### src/adcs_regs.svh
`ifndef ADCS_REGS_SVH
`define ADCS_REGS_SVH

// ----------------------------------------
// Register offsets
// ----------------------------------------
`define ADCS_OFF_CTRL     2'h0
`define ADCS_OFF_CFG      2'h1
`define ADCS_OFF_RES_HIGH 2'h2
`define ADCS_OFF_RES_LOW  2'h3

// ----------------------------------------
// Field positions
// ----------------------------------------
`define ADCS_CTRL_START   7
`define ADCS_CTRL_BUSY    6
`define ADCS_CTRL_PWR     5
`define ADCS_CTRL_JUSTIFY 4
`define ADCS_CTRL_CHAN_HI 1
`define ADCS_CTRL_CHAN_LO 0
`define ADCS_CFG_DIV_HI   2
`define ADCS_CFG_DIV_LO   0

// ----------------------------------------
// Reset values
// ----------------------------------------
`define ADCS_CTRL_RST     8'h00
`define ADCS_CFG_RST      8'h00
`define ADCS_RES_RST      8'h00

// ----------------------------------------
// Timing counts, in conversion clocks
// ----------------------------------------
`define ADCS_SAMPLE_CLKS  4
`define ADCS_CONV_CLKS    12
`define ADCS_TOTAL_CLKS   (`ADCS_SAMPLE_CLKS + `ADCS_CONV_CLKS)

`endif

### src/adcs_pkg.sv
`default_nettype none
package adcs_pkg;

    typedef enum logic [1:0]
    {
        ADCS_IDLE    = 2'b00,
        ADCS_SAMPLE  = 2'b01,
        ADCS_CONVERT = 2'b11
    } adcs_fsm_e;

    typedef struct packed
    {
        logic [1:0] addr;
        logic [7:0] wdata;
        logic       wr;
        logic       rd;
    } adcs_bus_req_s;

    typedef struct packed
    {
        logic       start;
        logic       pwr;
        logic       justify;
        logic [1:0] chan;
        logic [7:0] cfg;
        logic [7:0] res_high;
        logic [7:0] res_low;
        adcs_fsm_e  fsm;
        logic       busy;
        logic [6:0] div_cnt;
        logic [3:0] tick_cnt;
        logic       tick;
        logic       sample;
        logic       irq;
        logic [7:0] rdata;
    } adcs_state_s;

endpackage : adcs_pkg
`default_nettype wire

### src/adcs_sequencer.sv
// Operation
// RL1 - Start only on start bit rise then fall
// RL2 - Successful start sets busy flag
// RL3 - Finished conversion clears busy flag
// RL4 - Completion raises the interrupt request flag
// RL5 - Enabled interrupt vectors on completion
// RL6 - Software may poll busy for completion
// RL7 - Conversion clock is system clock over 2^select
// RL8 - Software keeps conversion clock within 0.5-10 us
// RL9 - Converter powered only while enable bit high
// RL10 - Software waits settling before first start
// RL11 - Four sample clocks then twelve conversion clocks
// RL12 - Conversion runs on without processor help
// RL13 - Justify bit picks result byte layout
// RL14 - Disabled converter leaves result bytes unchanged
// RL15 - Results load as busy clears
// RL16 - Ignore start while busy or unpowered
`include "adcs_regs.svh"
`timescale 1ns/10ps
`default_nettype none
module adcs_sequencer
    import adcs_pkg::*;
#(
    parameter int RES_BITS = 12
)
(
    // Clock and reset
    input  wire logic          sys_clk,
    input  wire logic          rst,
    // Register port
    input  wire adcs_bus_req_s bus_req,
    output var  logic [7:0]    bus_rdata,
    // Analog core
    input  wire logic [11:0]   adc_data,
    output var  logic          adc_power_on,
    output var  logic          adc_sample,
    output var  logic          adc_clk_tick,
    output var  logic [1:0]    adc_chan,
    // Status and interrupt
    output var  logic          conversion_busy_flag,
    output var  logic          adc_irq_pulse
);

    // ----------------------------------------
    // Elaboration check
    // ----------------------------------------
    if (RES_BITS != 12)
    begin : g_bad_width
        $error("adcs_sequencer serves only a 12-bit result");
    end

    // ----------------------------------------
    // Functions
    // ----------------------------------------
    function automatic logic [6:0] div_last(input logic [2:0] sel);
        logic [7:0] full;
        full = 8'h01 << sel;
        return 7'(full - 8'h01);
    endfunction : div_last

    function automatic logic [15:0] fmt_result(input logic [11:0] d,
                                               input logic        just);
        if (just)
            return {4'h0, d[11:8], d[7:0]};
        else
            return {d[11:4], d[3:0], 4'h0};
    endfunction : fmt_result

    // ----------------------------------------
    // State
    // ----------------------------------------
    adcs_state_s s_reg;
    adcs_state_s s_next;
    logic        start_fall;
    logic        done;
    logic [15:0] res_fmt;

    localparam logic [3:0] SAMPLE_LAST = 4'(`ADCS_SAMPLE_CLKS - 1);
    localparam logic [3:0] TOTAL_LAST  = 4'(`ADCS_TOTAL_CLKS - 1);

    // ----------------------------------------
    // Next state
    // ----------------------------------------
    always_comb
    begin
        s_next       = s_reg;
        s_next.tick  = 1'b0;
        s_next.irq   = 1'b0;
        s_next.rdata = 8'h00;
        done         = 1'b0;
        res_fmt      = fmt_result(adc_data, s_reg.justify); // [RL13]

        // Only a write that drops a set start bit counts as a start
        start_fall = bus_req.wr && (bus_req.addr == `ADCS_OFF_CTRL)
                     && s_reg.start && !bus_req.wdata[`ADCS_CTRL_START]; // [RL1]

        if (bus_req.wr)
        begin
            case (bus_req.addr)
                `ADCS_OFF_CTRL:
                begin
                    s_next.start   = bus_req.wdata[`ADCS_CTRL_START];
                    s_next.pwr     = bus_req.wdata[`ADCS_CTRL_PWR];
                    s_next.justify = bus_req.wdata[`ADCS_CTRL_JUSTIFY];
                    s_next.chan    = bus_req.wdata[`ADCS_CTRL_CHAN_HI:`ADCS_CTRL_CHAN_LO];
                end
                `ADCS_OFF_CFG:
                begin
                    s_next.cfg = bus_req.wdata;
                end
                default:
                begin
                    s_next.cfg = s_reg.cfg;
                end
            endcase
        end

        if (bus_req.rd)
        begin
            case (bus_req.addr)
                `ADCS_OFF_CTRL:
                begin
                    s_next.rdata = {s_reg.start, s_reg.busy, s_reg.pwr,
                                    s_reg.justify, 2'b00, s_reg.chan}; // [RL6]
                end
                `ADCS_OFF_CFG:
                begin
                    s_next.rdata = s_reg.cfg;
                end
                `ADCS_OFF_RES_HIGH:
                begin
                    s_next.rdata = s_reg.res_high;
                end
                default:
                begin
                    s_next.rdata = s_reg.res_low;
                end
            endcase
        end

        case (s_reg.fsm)
            ADCS_IDLE:
            begin
                // A start while unpowered is dropped, not remembered
                if (start_fall && bus_req.wdata[`ADCS_CTRL_PWR] && s_reg.pwr) // [RL16]
                begin
                    s_next.fsm      = ADCS_SAMPLE;
                    s_next.busy     = 1'b1; // [RL2]
                    s_next.sample   = 1'b1;
                    s_next.div_cnt  = 7'h00;
                    s_next.tick_cnt = 4'h0;
                end
            end
            ADCS_SAMPLE, ADCS_CONVERT:
            begin
                // Runs on its own; start edges here are ignored [RL12] [RL16]
                if (!s_reg.pwr)
                begin
                    // Power loss aborts; results keep their old value [RL9] [RL14]
                    s_next.fsm    = ADCS_IDLE;
                    s_next.busy   = 1'b0;
                    s_next.sample = 1'b0;
                end
                else if (s_reg.div_cnt >= div_last(s_reg.cfg[`ADCS_CFG_DIV_HI:`ADCS_CFG_DIV_LO]))
                begin
                    // >= so a divider change mid-run cannot overrun the count [RL7]
                    s_next.div_cnt  = 7'h00;
                    s_next.tick     = 1'b1;
                    s_next.tick_cnt = s_reg.tick_cnt + 4'h1;
                    if (s_reg.tick_cnt == SAMPLE_LAST) // [RL11]
                    begin
                        s_next.fsm    = ADCS_CONVERT;
                        s_next.sample = 1'b0;
                    end
                    if (s_reg.tick_cnt == TOTAL_LAST) // [RL11]
                    begin
                        done            = 1'b1;
                        s_next.fsm      = ADCS_IDLE;
                        s_next.busy     = 1'b0; // [RL3]
                        s_next.irq      = 1'b1; // [RL4] [RL5]
                        s_next.res_high = res_fmt[15:8]; // [RL15]
                        s_next.res_low  = res_fmt[7:0]; // [RL15]
                    end
                end
                else
                begin
                    s_next.div_cnt = s_reg.div_cnt + 7'h01;
                end
            end
            default:
            begin
                s_next.fsm    = ADCS_IDLE;
                s_next.busy   = 1'b0;
                s_next.sample = 1'b0;
            end
        endcase
    end

    // ----------------------------------------
    // Registers
    // ----------------------------------------
    always_ff @(posedge sys_clk)
    begin
        if (rst)
        begin
            s_reg          <= '0;
            s_reg.start    <= 1'(`ADCS_CTRL_RST >> `ADCS_CTRL_START);
            s_reg.cfg      <= `ADCS_CFG_RST;
            s_reg.res_high <= `ADCS_RES_RST;
            s_reg.res_low  <= `ADCS_RES_RST;
            s_reg.fsm      <= ADCS_IDLE;
        end
        else
        begin
            s_reg <= s_next;
        end
    end

    // ----------------------------------------
    // Outputs
    // ----------------------------------------
    assign bus_rdata            = s_reg.rdata;
    assign adc_power_on         = s_reg.pwr; // [RL9]
    assign adc_sample           = s_reg.sample;
    assign adc_clk_tick         = s_reg.tick;
    assign adc_chan             = s_reg.chan;
    assign conversion_busy_flag = s_reg.busy;
    assign adc_irq_pulse        = s_reg.irq; // [RL5]
endmodule : adcs_sequencer
`default_nettype wire

### config.mk
export PLATFORM = sky130hd
export DESIGN_NAME = adcs_sequencer
export DESIGN_NICKNAME = d
export VERILOG_FILES = /design/src/adcs_pkg.sv /design/src/adcs_sequencer.sv
export VERILOG_INCLUDE_DIRS = /design/src
export SDC_FILE = /design/constraint.sdc
export NUM_CORES = 1
export LEC_CHECK = 0
export BUFFER_PORTS_ARGS = -buffer_cell sky130_fd_sc_hd__buf_2
export CORE_MARGIN = 2
export CORE_UTILIZATION = 51
export CTS_CLUSTER_DIAMETER = 50
export DETAILED_ROUTE_END_ITERATION = 8
export HOLD_SLACK_MARGIN = 0.08
export PLACE_DENSITY_LB_ADDON = 0.05
export SLEW_MARGIN = 20
export SYNTH_ARGS = -nofsm -noshare
export SYNTH_HDL_FRONTEND = slang
export SYNTH_SLANG_ARGS = --single-unit
export TNS_END_PERCENT = 10
### constraint.sdc
create_clock -name sys_clk -period 3.3 [get_ports sys_clk]
set_input_delay 0.495 -clock sys_clk [delete_from_list [all_inputs] [get_ports sys_clk]]
set_output_delay 0.495 -clock sys_clk [all_outputs]
set_load 0.01 [all_outputs]
### After elaboration in Yosys (flattened, before gate mapping)

Cells that the tools add are included.

| word-level totals | value |
|---|---|
| output and inout bits | 15 |
| flip-flop bits (word level) | 54 |
| memories kept | 0 |
| bits in writable memories | 0 |
| bits in read-only memories | 0 |
| input port bits | 26 |
| latch bits | 0 |

| cells by class | value |
|---|---|
| bitwise operators | 4 |
| equality and inequality tests | 13 |
| div/mod/pow operators | 0 |
| shift-type cells | 1 |
| multiplexer cells | 17 |
| $lt $le $gt $ge | 1 |
| add/subtract/negate cells | 3 |
| $mul | 0 |
| reduce and logical (&&, ||, !) cells | 21 |

Operator list:

| cell | number |
|---|---|
| $pmux W8 S3 | 1 |
| $pmux W11 S2 | 1 |
| $mux W16 | 1 |
| $mux W14 | 1 |
| $mux W7 | 2 |
| $mux W12 | 1 |
| $reduce_and A3 Y1 | 4 |
| $mux W3 | 3 |
| $ne A3 B3 Y1 const B | 3 |
| $reduce_and A4 Y1 | 2 |
| $add A7 B1 Y7 const B | 1 |
| $ge A7 B7 Y1 | 1 |
| $shl A1 B3 Y7 const A | 1 |
| $sub A7 B1 Y7 const B | 1 |
| $ne A2 B2 Y1 const B | 3 |
| $pmux W3 S2 | 1 |
| $logic_and A1 B1 Y1 | 5 |
| $add A4 B1 Y4 const B | 1 |
| $eq A2 B1 Y1 const B | 2 |
| $eq A2 B2 Y1 const B | 2 |
| $eq A4 B2 Y1 const B | 1 |
| $eq A4 B4 Y1 const B | 1 |
| $logic_not A2 Y1 | 2 |
| $mux W1 | 4 |
| 10 further kinds | 15 |

### Longest topological paths before layout

Gate-level depths: netlist (run 1).

| logic depth | value |
|---|---|
| depth after elaboration | 8 |
| depth in mapped cells | 16 |
| gate-level depth less buffers | 12 |

### Worst setup path before layout (run 1)

Ideal clock, no wire load.

| timing | value |
|---|---|
| path type | register to register |
| start | register s_reg[41] in the netlist's numbering |
| end | register s_reg[18] in the netlist's numbering |
| data required time | 3226 ps |
| arrival | 3069 ps |
| stages on the path, launching flop included | 14 |
| library setup time | 74 ps |
| path slack | 156 ps |
| path buffers | 2 |
| cell sequence | dfxtp_1 > clkbuf_1 > or3_1 > ha_1 > clkbuf_1 > nor3_1 > a21o_1 > a21oi_1 > ha_1 > a21o_1 > a221o_1 > a41o_1 > or4_1 > a31oi_1 |

| on the way | value |
|---|---|
| cells in the longest elaborated chain, start to end | 6 |

RTL lines:

| element | RTL line | source |
|---|---|---|
| from (decl) | adcs_sequencer.sv:72 | `adcs_state_s s_reg;` |
| from (signal assigned) | adcs_sequencer.sv:215 | `s_reg <= s_next;` |
| $shl A1 B3 Y7 | adcs_sequencer.sv:57 | `full = 8'h01 << sel;` |
| $sub A7 B1 Y7 | adcs_sequencer.sv:58 | `return 7'(full - 8'h01);` |
| $ge A7 B7 Y1 | adcs_sequencer.sv:164 | `` else if (s_reg.div_cnt >= div_last(s_reg.cfg[`ADCS_CFG_DIV_HI:`ADCS_CFG_DIV_LO])) `` |
| $mux W7 | adcs_sequencer.sv:164 |  |
| $mux W12 | adcs_sequencer.sv:157 | `if (!s_reg.pwr)` |
| $pmux W11 S2 | adcs_sequencer.sv:141 | `case (s_reg.fsm)` |

No other way between the ends. The select of a mux whose other input is x is not followed.
A chain may end at the register's enable or synchronous reset.

### Worst setup path in the final report (run 1)

| timing | value |
|---|---|
| start | register s_reg[43] in the netlist's numbering |
| end | register s_reg[18] in the netlist's numbering |

Same word-level chain as after synthesis.

==> metrics, run 1 <==
top post-synthesis cells by area dfxtp_1 39%, mux2i_1 5.4%, o311ai_0 5.0%; Final setup viols 0; HPWL Detailed approximately 4400 um; DRC 0; RR Endpoint s_reg[18]$_SDFFE_PP0P_; post-layout net count 356; Max VDD drop 0.000223 V; drt wl/cell 16.1 um; final WL between 6000 and 7000 um; critical path's top delay family compound AO/OA/AOI/OAI gates; initial core utilization 53.8%; total setup buffers inserted after CTS 0; P_leak roughly 0.0012 uW; commonest non-fill, non-tap cell in the layout dfxtp_1; register area share after synthesis 38.8%; Mapped Nets 334; IO Pins 41; vias per cell between 5 and 6; most common flop cell mapped by yosys dfxtp_1; max FFs per register 39; # H-tree levels 2; Tmin final 3.16 ns; Pre-antenna DRT Iters 4; Sink Count 54; MaxCap Viol Count 0; Worst Setup Start Kind flop; TritonCTS buffer count 5; Final Cycle Share a little over nine tenths; DIE AREA 0.00607 sq mm; Crit Path Class flop to flop; vias in the first global route 2132; Worst Hold Class input pin to flop; remaining global-route overflow 0; Critical Path Sink Type flop; largest net degree at the start of global routing 47; Synth Instances 298; hold path start adc_data[3]; Syn Area/Cell 9.34 sq um; Endpoint, Worst Hold s_reg[28]$_SDFFE_PP0P_; pwr dens ~400 mW/mm^2; Largest stage delay, worst path around 0.48 ns; Critical Path AT 3.41 ns; DP Cell Count 383; Synth cell types 46; register bit count reported by yosys 54; die height 77.9 um; CP max stage cell or4_1; Hold Path Stages 3; slew margin rel. 52.5%; post-route setup TNS 0 ns; CP Cell Sequence or3_1 -> ha_2 -> nor3_1 -> a21o_1 -> a21oi_1 -> ha_1 -> a21o_1 -> a221o_1 -> a41o_1 -> or4_1 -> a31oi_1; Total Power 1280 uW; first-pass GRT wire length 10500 um; cell taking the most area after synthesis dfxtp_1; Fill cells 476; DRT iter0 DRCs 151; core area 0.00517 sq mm; Crit path buffers/inverters 0; most frequent cells in the layout 54 x dfxtp_1, 40 x buf_2, 26 x nand2_1, 18 x nor2_1; DR vias 2314; CTS tree done; Port Buffers 40; f_max 317 MHz; Layout Area Growth over Synthesis 11.9%; CTS Root Cell clkbuf_8; Reg clk slew, reported paths 0.10 ns; Async S/R FF share, synth 0%; Post-Layout Cell Count 391; initial antenna violation count 0; unrepaired setup endpoints after global routing false; worst skew pair latency 0.31 ns; worst reg-to-reg path cell count 11; Cell Rows 26; Required @ worst endpoint ~3.6 ns; Final Hold Vio Count 0; Final ANT Viol Nets 0; worst-path maximum fanout 8; clock buffer depth 2; layout cells sized above 1 23.1%; gpl congestion between 0.8 and 0.9; run status completed; share of the synthesized area in the top cell type 38.8%; diode count 0; YS warnings 0; Chip Width 77.9 um; GRT Total Usage 21.7%; R2R Path Start s_reg[43]$_SDFFE_PP0P_; fin. max-slew vios 0; most used cell, CP a21o_1; Clock Skew 0.0105 ns; EDFF count, synth 0; Slew @ Worst Pin ~0.71 ns; R2R Setup Slk roughly 0.14 ns; Mapped Area roughly 0.0028 sq mm
==> cells by family after synthesis <==
logic type | share of synthesized area, %
buffers and inverters | 7.55
flip-flops | 38.8
AND/OR/NAND/NOR | 17.2
multiplexers | 11.1
XOR/XNOR | 1.57
AO/OA/AOI/OAI | 19.3
adder cells (fa/ha/maj) | 4.49
==> area by class of cell <==
type	instances	area (sq um)	share of cell area (%)
inverters	6	22.5	0.723
flip-flops and latches	54	1080	34.7
well taps	70	87.6	2.81
clock inverters	3	45.0	1.45
clock buffers	5	68.8	2.21
multi-input cells	202	1510	48.6
repair buffers	51	295	9.48
==> where the power goes <==
group,switching [uW],internal [uW],leakage [uW]
clock,227,226,0.0000504
combinational,92.4,69.0,0.000705
sequential,7.04,657,0.000436
total,327,952,0.00119
==> synthesized netlist by cell type (all sizes together), types with 2 or more instances <==
cell and number:
a211oi 2, a21o 2, a21oi 13, a221oi 2
a22oi 2, a31oi 4, and2 2, and3 6
buf 16, clkbuf 20, dfxtp 54, ha 10
inv 6, mux2 2, mux2i 15, mux4 6
nand2 26, nand2b 6, nand3 12, nand4 2
nand4b 2, nor2 18, nor2b 2, nor3 8
o211ai 2, o21ai 4, o311ai 16, o41ai 16
or2 2, or3 3, or4 3, xnor2 4
==> metrics by stage <==
stage,instance area [sq um],hold slack [ns],utilization (%),setup slack (ns)
2_1_floorplan,2780,0.433,-,0.156
3_3_place_gp,2990,0.446,57.7,0.243
3_5_place_dp,2990,0.451,57.7,0.172
4_1_cts,3100,0.423,59.9,0.138
5_1_grt,3110,0.424,60.2,0.0317
6_report,3110,0.430,60.2,0.142
==> routing by layer <==
metal / global-route usage (%) / up-vias / part of all wire [%]
met5: 0 / - / 0
met4: 5.89 / 0 / 0.91
met3: 3.60 / 7 / 4.9
met2: 33.1 / 52 / 46
met1: 31.6 / 1089 / 48
li1: - / 1166 / -
==> worst register-to-register path, delay by kind of cell, from the launching register on <==
kind            cells  cell delay, ns
flops               1            0.39
simple gates        3            0.99
fa+ha+maj           2            0.58
compound gates      6            1.15
==> what timing repair did <==
item                                    in CTS  in global routing
hold buffers                                 0                  0
endpoints found under the setup margin       0                 10
gates resized for setup                      0                  2
==> worst max-delay path by stage <==
stage                                   to  slack (ns)                   start  cells after the start
floorplan           s_reg[18]$_SDFFE_PP0P_        0.16  s_reg[41]$_SDFFE_PP0P_                     13
global placement    s_reg[18]$_SDFFE_PP0P_        0.24  s_reg[43]$_SDFFE_PP0P_                     11
detailed placement  s_reg[18]$_SDFFE_PP0P_        0.17  s_reg[43]$_SDFFE_PP0P_                     11
CTS                 s_reg[12]$_SDFFE_PP0P_        0.14  s_reg[43]$_SDFFE_PP0P_                     12
global route        s_reg[18]$_SDFFE_PP0P_        0.03  s_reg[43]$_SDFFE_PP0P_                     11
finish              s_reg[18]$_SDFFE_PP0P_        0.14  s_reg[43]$_SDFFE_PP0P_                     11
No activity file was read; power rests on OpenSTA's default activity.
==> run 2: changes to the inputs <==
--- a/config.mk
+++ b/config.mk
@@ -7,8 +7,10 @@
 export NUM_CORES = 1
 export LEC_CHECK = 0
 export BUFFER_PORTS_ARGS = -buffer_cell sky130_fd_sc_hd__buf_2
+export CELL_PAD_IN_SITES_DETAIL_PLACEMENT = 0
+export CELL_PAD_IN_SITES_GLOBAL_PLACEMENT = 1
 export CORE_MARGIN = 2
-export CORE_UTILIZATION = 51
+export CORE_UTILIZATION = 39
 export CTS_CLUSTER_DIAMETER = 50
 export DETAILED_ROUTE_END_ITERATION = 8
 export HOLD_SLACK_MARGIN = 0.08
==> run 2 against run 1 <==
Die area up 29%. Clock-buffer cell count unchanged. Sequential share of layout area up 0.15 points. Highest routed layer unchanged. Sequential power about the same. Largest power group unchanged. Cell area fell by 0.20%.
==> metrics, run 2 (synthesis results as in run 1) <==
Port Buffers 40 (unchanged); TritonCTS buffer count 5 (unchanged); clock buffer depth 2 (unchanged); total setup buffers inserted after CTS 0 (unchanged); # H-tree levels 2 (unchanged); largest net degree at the start of global routing 47 (unchanged); Endpoint, Worst Hold s_reg[44]$_SDFFE_PP0P_ (was s_reg[28]$_SDFFE_PP0P_); CP startpoint s_reg[42]$_SDFFE_PP0P_ (was s_reg[43]$_SDFFE_PP0P_); Worst Setup Start Kind flop (unchanged); Layout Area Growth over Synthesis 11.6% (was 11.9%); IO Pins 41 (unchanged); first-pass GRT wire length 10900 um (was 10500 um); DRT iter0 DRCs 109 (was 151); Final setup viols 0 (unchanged); Largest stage delay, worst path 0.47 ns (was 0.48 ns); CP max stage cell or4_1 (unchanged); vias per cell 5.63 (was 5.92); run status completed (unchanged); PostCTS Resize Cnt 0 (unchanged); worst-path maximum fanout 8 (unchanged); DR vias 2318 (was 2314); R2R Path Start s_reg[42]$_SDFFE_PP0P_ (was s_reg[43]$_SDFFE_PP0P_); hold_buf cts 0 (unchanged); R2R Setup Slk 0.21 ns (was 0.14 ns); Critical Path AT 3.33 ns (was 3.41 ns); layout cells sized above 1 23.4% (was 23.1%); drt wl/cell 16.8 um (was 16.1 um); CTS Root Cell clkbuf_8 (unchanged); unrepaired setup endpoints after global routing false (unchanged); Max VDD drop 0.000211 V (was 0.000223 V); remaining global-route overflow 0 (unchanged); P_leak 0.00116 uW (was 0.00119 uW); hold path start bus_req[5] (was adc_data[3]); initial antenna violation count 0 (unchanged); Pre-antenna DRT Iters 4 (unchanged); most used cell, CP a21o_1 (unchanged); pwr dens 390 mW/mm^2 (was 411 mW/mm^2); Cell Rows 30 (was 26); fin. max-slew vios 0 (unchanged); worst reg-to-reg path cell count 11 (unchanged); fin worst setup slack 0.206 ns (was 0.142 ns); final WL 6910 um (was 6300 um); DRC 0 (unchanged); Worst Hold Slack 0.411 ns (was 0.430 ns); area occupied by multi-input gates 0.00152 sq mm (was 0.00151 sq mm); f_max 323 MHz (was 317 MHz); Reg clk slew, reported paths 0.11 ns (was 0.10 ns); Required @ worst endpoint 3.54 ns (was 3.55 ns); Final ANT Viol Nets 0 (unchanged); post-layout net count 351 (was 356); Critical Path Sink Type flop (unchanged); diode count 0 (unchanged); Hold Path Stages 3 (unchanged); post-route setup TNS 0 ns (unchanged); Chip Width 88.5 um (was 77.9 um); max FFs per register 39 (unchanged); worst skew pair latency 0.31 ns (about the same); Final Hold Vio Count 0 (unchanged); initial core utilization 40.5% (was 53.8%); Crit Path Class flop to flop (unchanged); die height 88.5 um (was 77.9 um); slew margin rel. 47.6% (was 52.5%); Storage cell area 0.00108 sq mm (about the same); vias in the first global route 2070 (was 2132); Sink Count 54 (unchanged); gpl congestion 0.745 (was 0.888); DIE AREA 0.00783 sq mm (was 0.00607 sq mm); MaxCap Viol Count 0 (unchanged); Fill cells 692 (was 476); GRT Total Usage 18.0% (was 21.7%); Slew @ Worst Pin 0.784 ns (was 0.712 ns); Clock Skew 0.0111 ns (was 0.0105 ns); commonest non-fill, non-tap cell in the layout dfxtp_1 (unchanged); Tmin final 3.09 ns (was 3.16 ns); most frequent cells in the layout 52 x dfxtp_1, 40 x buf_2, 26 x nand2_1, 18 x nor2_1 (was 54 x dfxtp_1, 40 x buf_2, 26 x nand2_1, 18 x nor2_1); Worst Hold Class input pin to flop (unchanged); core area 0.00687 sq mm (was 0.00517 sq mm); post-place setup slack 0.151 ns (was 0.172 ns); RR Endpoint s_reg[18]$_SDFFE_PP0P_ (unchanged); HPWL Detailed 4740 um (was 4450 um); CP Cell Sequence or3_1 -> ha_2 -> nor3_1 -> a21o_1 -> a21oi_1 -> ha_1 -> a21o_1 -> a221o_1 -> a41o_1 -> or4_1 -> a31oi_1 (unchanged); Final Cycle Share 93.8% (was 95.7%); CTS tree done (unchanged)
## run 2: cell types whose count changed in the layout (fill, tap and decap cells not counted), moves of 2 or more
cell      change
a221oi_2      +2
a221oi_1      -2
dfxtp_1       -2
buf_4         -6
dfxtp_2       +2
## run 2: layout make-up
class	count	share of cell area [%]
tap	96	3.86
inverter	6	0.725
timing repair buffer	46	8.70
clock inverter	3	0.765
sequential	54	34.9
multi-input combinational	202	48.9
clock buffer	5	2.21
## run 2: report_power, final
| group | internal, uW | switching [uW] | total [uW] |
|---|---|---|---|
| registers | 657 | 7.70 | 665 |
| logic | 65.0 | 93.5 | 159 |
| clock network | 152 | 236 | 389 |
## run 2: critical path: cells and delay by family, from the launching register on
| kind | cells | cell delay [ns] |
|---|---|---|
| compound gates | 6 | 1.08 |
| fa+ha+maj | 2 | 0.56 |
| flops | 1 | 0.37 |
| simple gates | 3 | 0.99 |
## run 2: how the worst max path moves through the flow
stage	end	slack (ns)	cells after the start
2_1_floorplan	s_reg[18]$_SDFFE_PP0P_	0.16	13
3_3_place_gp	s_reg[18]$_SDFFE_PP0P_	0.18	11
3_5_place_dp	s_reg[18]$_SDFFE_PP0P_	0.15	11
4_1_cts	conversion_busy_flag$_SDFFE_PP0P_	0.09	12
5_1_grt	s_reg[18]$_SDFFE_PP0P_	0.006	11
6_report	s_reg[18]$_SDFFE_PP0P_	0.21	11
## run 2: through the flow
stage                     cell area [sq um]  util [%]  instances  power, uW
after CTS                              3090      44.9        412       1220
after floorplan                        2780         -        298        780
after global placement                 2990      43.6        404        837
after detailed placement               2990      43.6        404        836
after global routing                   3110      45.2        412       1270
final                                  3110      45.2        412       1210
## run 2: per-layer routing
| metal | up-vias | wire (um) | track usage, % |
|---|---|---|---|
| met1 | 1107 | 3530 | 27.9 |
| met5 | - | 0 | 0 |
| met2 | 52 | 3050 | 26.4 |
| li1 | 1157 | - | - |
| met4 | 0 | 33 | 3.72 |
| met3 | 2 | 292 | 2.80 |
==> run 3: changes to the inputs <==
--- a/config.mk
+++ b/config.mk
@@ -9,6 +9,7 @@
 export BUFFER_PORTS_ARGS = -buffer_cell sky130_fd_sc_hd__buf_2
 export CELL_PAD_IN_SITES_DETAIL_PLACEMENT = 0
 export CELL_PAD_IN_SITES_GLOBAL_PLACEMENT = 1
+export CORE_ASPECT_RATIO = 0.5
 export CORE_MARGIN = 2
 export CORE_UTILIZATION = 39
 export CTS_CLUSTER_DIAMETER = 50
==> run 3 against run 2 <==
Clock power is 34% higher. Hold slack better by 0.036 ns. Power is 10% higher. Fmax is 1.2% lower. Critical endpoint unchanged. Largest cell class unchanged.
==> metrics, run 3 (synthesis results as in run 1) <==
hold_buf cts 0 (unchanged); CTS tree done (unchanged); Max VDD drop 0.000228 V (was 0.000211 V); most used cell, CP a21o_1 (unchanged); remaining global-route overflow 0 (unchanged); TritonCTS buffer count 5 (unchanged); slew margin rel. 49.6% (was 47.6%); Critical Path AT 3.35 ns (was 3.33 ns); first-pass GRT wire length 11900 um (was 10900 um); final WL 7200 um (was 6910 um); Crit Path Class flop to flop (unchanged); NetSw 345 uW (was 338 uW); Layout Area Growth over Synthesis 12.4% (was 11.6%); worst skew pair latency 0.30 ns (was 0.31 ns); Endpoint, Worst Hold s_reg[43]$_SDFFE_PP0P_ (was s_reg[44]$_SDFFE_PP0P_); Worst Setup Start Kind flop (unchanged); # H-tree levels 2 (unchanged); MaxCap Viol Count 0 (unchanged); gpl congestion 0.837 (was 0.745); Critical Path Sink Type flop (unchanged); core area 0.00681 sq mm (was 0.00687 sq mm); DRT iter0 DRCs 167 (was 109); DRC 0 (unchanged); Final ANT Viol Nets 0 (unchanged); pwr dens 428 mW/mm^2 (was 390 mW/mm^2); final core utilization 46.0% (was 45.2%); fin worst setup slack 0.169 ns (was 0.206 ns); vias per cell 5.77 (was 5.63); Port Buffers 40 (unchanged); RR Endpoint s_reg[18]$_SDFFE_PP0P_ (unchanged); Worst Hold Class input pin to flop (unchanged); Fill cells 675 (was 692); layout cells sized above 1 22.5% (was 23.4%); drt wl/cell 17.7 um (was 16.8 um); GRT Total Usage 19.5% (was 18.0%); total setup buffers inserted after CTS 0 (unchanged); max FFs per register 39 (unchanged); Crit path buffers/inverters 0 (unchanged); R2R Path Start s_reg[42]$_SDFFE_PP0P_ (unchanged); IO Pins 41 (unchanged); initial antenna violation count 0 (unchanged); Tmin final 3.13 ns (was 3.09 ns); Sink Count 54 (unchanged); Pint 994 uW (was 875 uW); Largest stage delay, worst path 0.47 ns (about the same); post-layout net count 352 (was 351); HPWL Detailed 5020 um (was 4740 um); Clk network pwr share 39.0% (was 32.1%); vias in the first global route 2383 (was 2070); Final Cycle Share 94.9% (was 93.8%); DIE AREA 0.00787 sq mm (was 0.00783 sq mm); Required @ worst endpoint 3.52 ns (was 3.54 ns); PostCTS Resize Cnt 0 (unchanged); fin. max-slew vios 0 (unchanged); Combinational Power Share 11.3% (was 13.1%); Pre-antenna DRT Iters 5 (was 4); worst-path maximum fanout 8 (unchanged); post-route setup TNS 0 ns (unchanged); most frequent cells in the layout 52 x dfxtp_1, 40 x buf_2, 26 x nand2_1, 18 x nor2_1 (unchanged); Total Power 1340 uW (was 1210 uW); Switching Fraction 25.8% (was 27.8%); unrepaired setup endpoints after global routing false (unchanged); initial core utilization 40.9% (was 40.5%); R2R Setup Slk 0.17 ns (was 0.21 ns); Final Hold Vio Count 0 (unchanged); Cell Rows 21 (was 30); hold path start bus_req[4] (was bus_req[5]); largest net degree at the start of global routing 47 (unchanged); worst reg-to-reg path cell count 10 (was 11); CP Cell Sequence or3_1 -> ha_2 -> a21o_1 -> a21oi_1 -> ha_1 -> a21o_1 -> a221o_1 -> a41o_1 -> or4_1 -> a31oi_1 (was or3_1 -> ha_2 -> nor3_1 -> a21o_1 -> a21oi_1 -> ha_1 -> a21o_1 -> a221o_1 -> a41o_1 -> or4_1 -> a31oi_1); DR vias 2355 (was 2318); post-place setup slack 0.0925 ns (was 0.151 ns); Final setup viols 0 (unchanged); CP max stage cell or4_1 (unchanged); DP Cell Count 401 (was 404); P_leak 0.00119 uW (was 0.00116 uW); commonest non-fill, non-tap cell in the layout dfxtp_1 (unchanged); Reg clk slew, reported paths 0.07 ns (was 0.11 ns); sequential power share 49.7% (was 54.8%); Slew @ Worst Pin 0.756 ns (was 0.784 ns); CTS Root Cell clkbuf_16 (was clkbuf_8); Post-Layout Cell Count 408 (was 412); Clock Skew 0.00649 ns (was 0.0111 ns); clock buffer depth 2 (unchanged); run status completed (unchanged); Hold Path Stages 3 (unchanged); critical path's top delay family compound AO/OA/AOI/OAI gates (unchanged); Chip Width 123 um (was 88.5 um); f_max 319 MHz (was 323 MHz); die height 63.7 um (was 88.5 um); diode count 0 (unchanged)
[run 3: metrics by stage]
step / area (sq um) / hold WS [ns]
floorplan: 2780 / 0.433
global placement: 2980 / 0.444
detailed placement: 2980 / 0.456
CTS: 3120 / 0.445
global route: 3130 / 0.451
finish: 3130 / 0.447
[run 3: worst max-delay path by stage]
stage / startpoint / to / slack (ns) / cells after the start
floorplan: s_reg[41]$_SDFFE_PP0P_ / s_reg[18]$_SDFFE_PP0P_ / 0.16 / 13
finish: s_reg[42]$_SDFFE_PP0P_ / s_reg[18]$_SDFFE_PP0P_ / 0.17 / 10
detailed placement: s_reg[42]$_SDFFE_PP0P_ / s_reg[18]$_SDFFE_PP0P_ / 0.09 / 11
CTS: s_reg[42]$_SDFFE_PP0P_ / s_reg[18]$_SDFFE_PP0P_ / 0.07 / 11
global route: s_reg[42]$_SDFFE_PP0P_ / s_reg[18]$_SDFFE_PP0P_ / 0.02 / 11
global placement: s_reg[42]$_SDFFE_PP0P_ / s_reg[18]$_SDFFE_PP0P_ / 0.20 / 11
[run 3: area by class of cell]
| class | instances | area, sq um | share of cell area, % |
|---|---|---|---|
| multi-input cells | 202 | 1500 | 48.0 |
| flip-flops and latches | 54 | 1080 | 34.6 |
| repair buffers | 47 | 265 | 8.48 |
| clock buffers | 5 | 125 | 4.00 |
| well taps | 92 | 115 | 3.68 |
| inverters | 6 | 22.5 | 0.720 |
| clock inverters | 2 | 13.8 | 0.440 |
[run 3: worst register-to-register path: stages, from the launching register on]
cell	delay, ns
dfxtp_2	0.36
or3_1	0.39
ha_2	0.23
a21o_1	0.18
a21oi_1	0.18
ha_1	0.30
a21o_1	0.19
a221o_1	0.32
a41o_1	0.26
or4_1	0.47
a31oi_1	0.17
[run 3: power by group through the flow]
stage | sequential, uW | clock, uW | combinational [uW]
detailed placement | 680 | 0 | 150
floorplan | 675 | 0 | 104
finish | 665 | 523 | 151
CTS | 665 | 535 | 150
global route | 666 | 562 | 167
global placement | 679 | 0 | 148
[run 3: layer usage]
| layer | vias up | track usage, % | share of wire [%] |
|---|---|---|---|
| met4 | 0 | 3.69 | 0.47 |
| met5 | - | 0 | 0 |
| met3 | 5 | 4.64 | 4.8 |
| li1 | 1157 | - | - |
| met1 | 1135 | 27.6 | 50 |
| met2 | 58 | 30.4 | 45 |
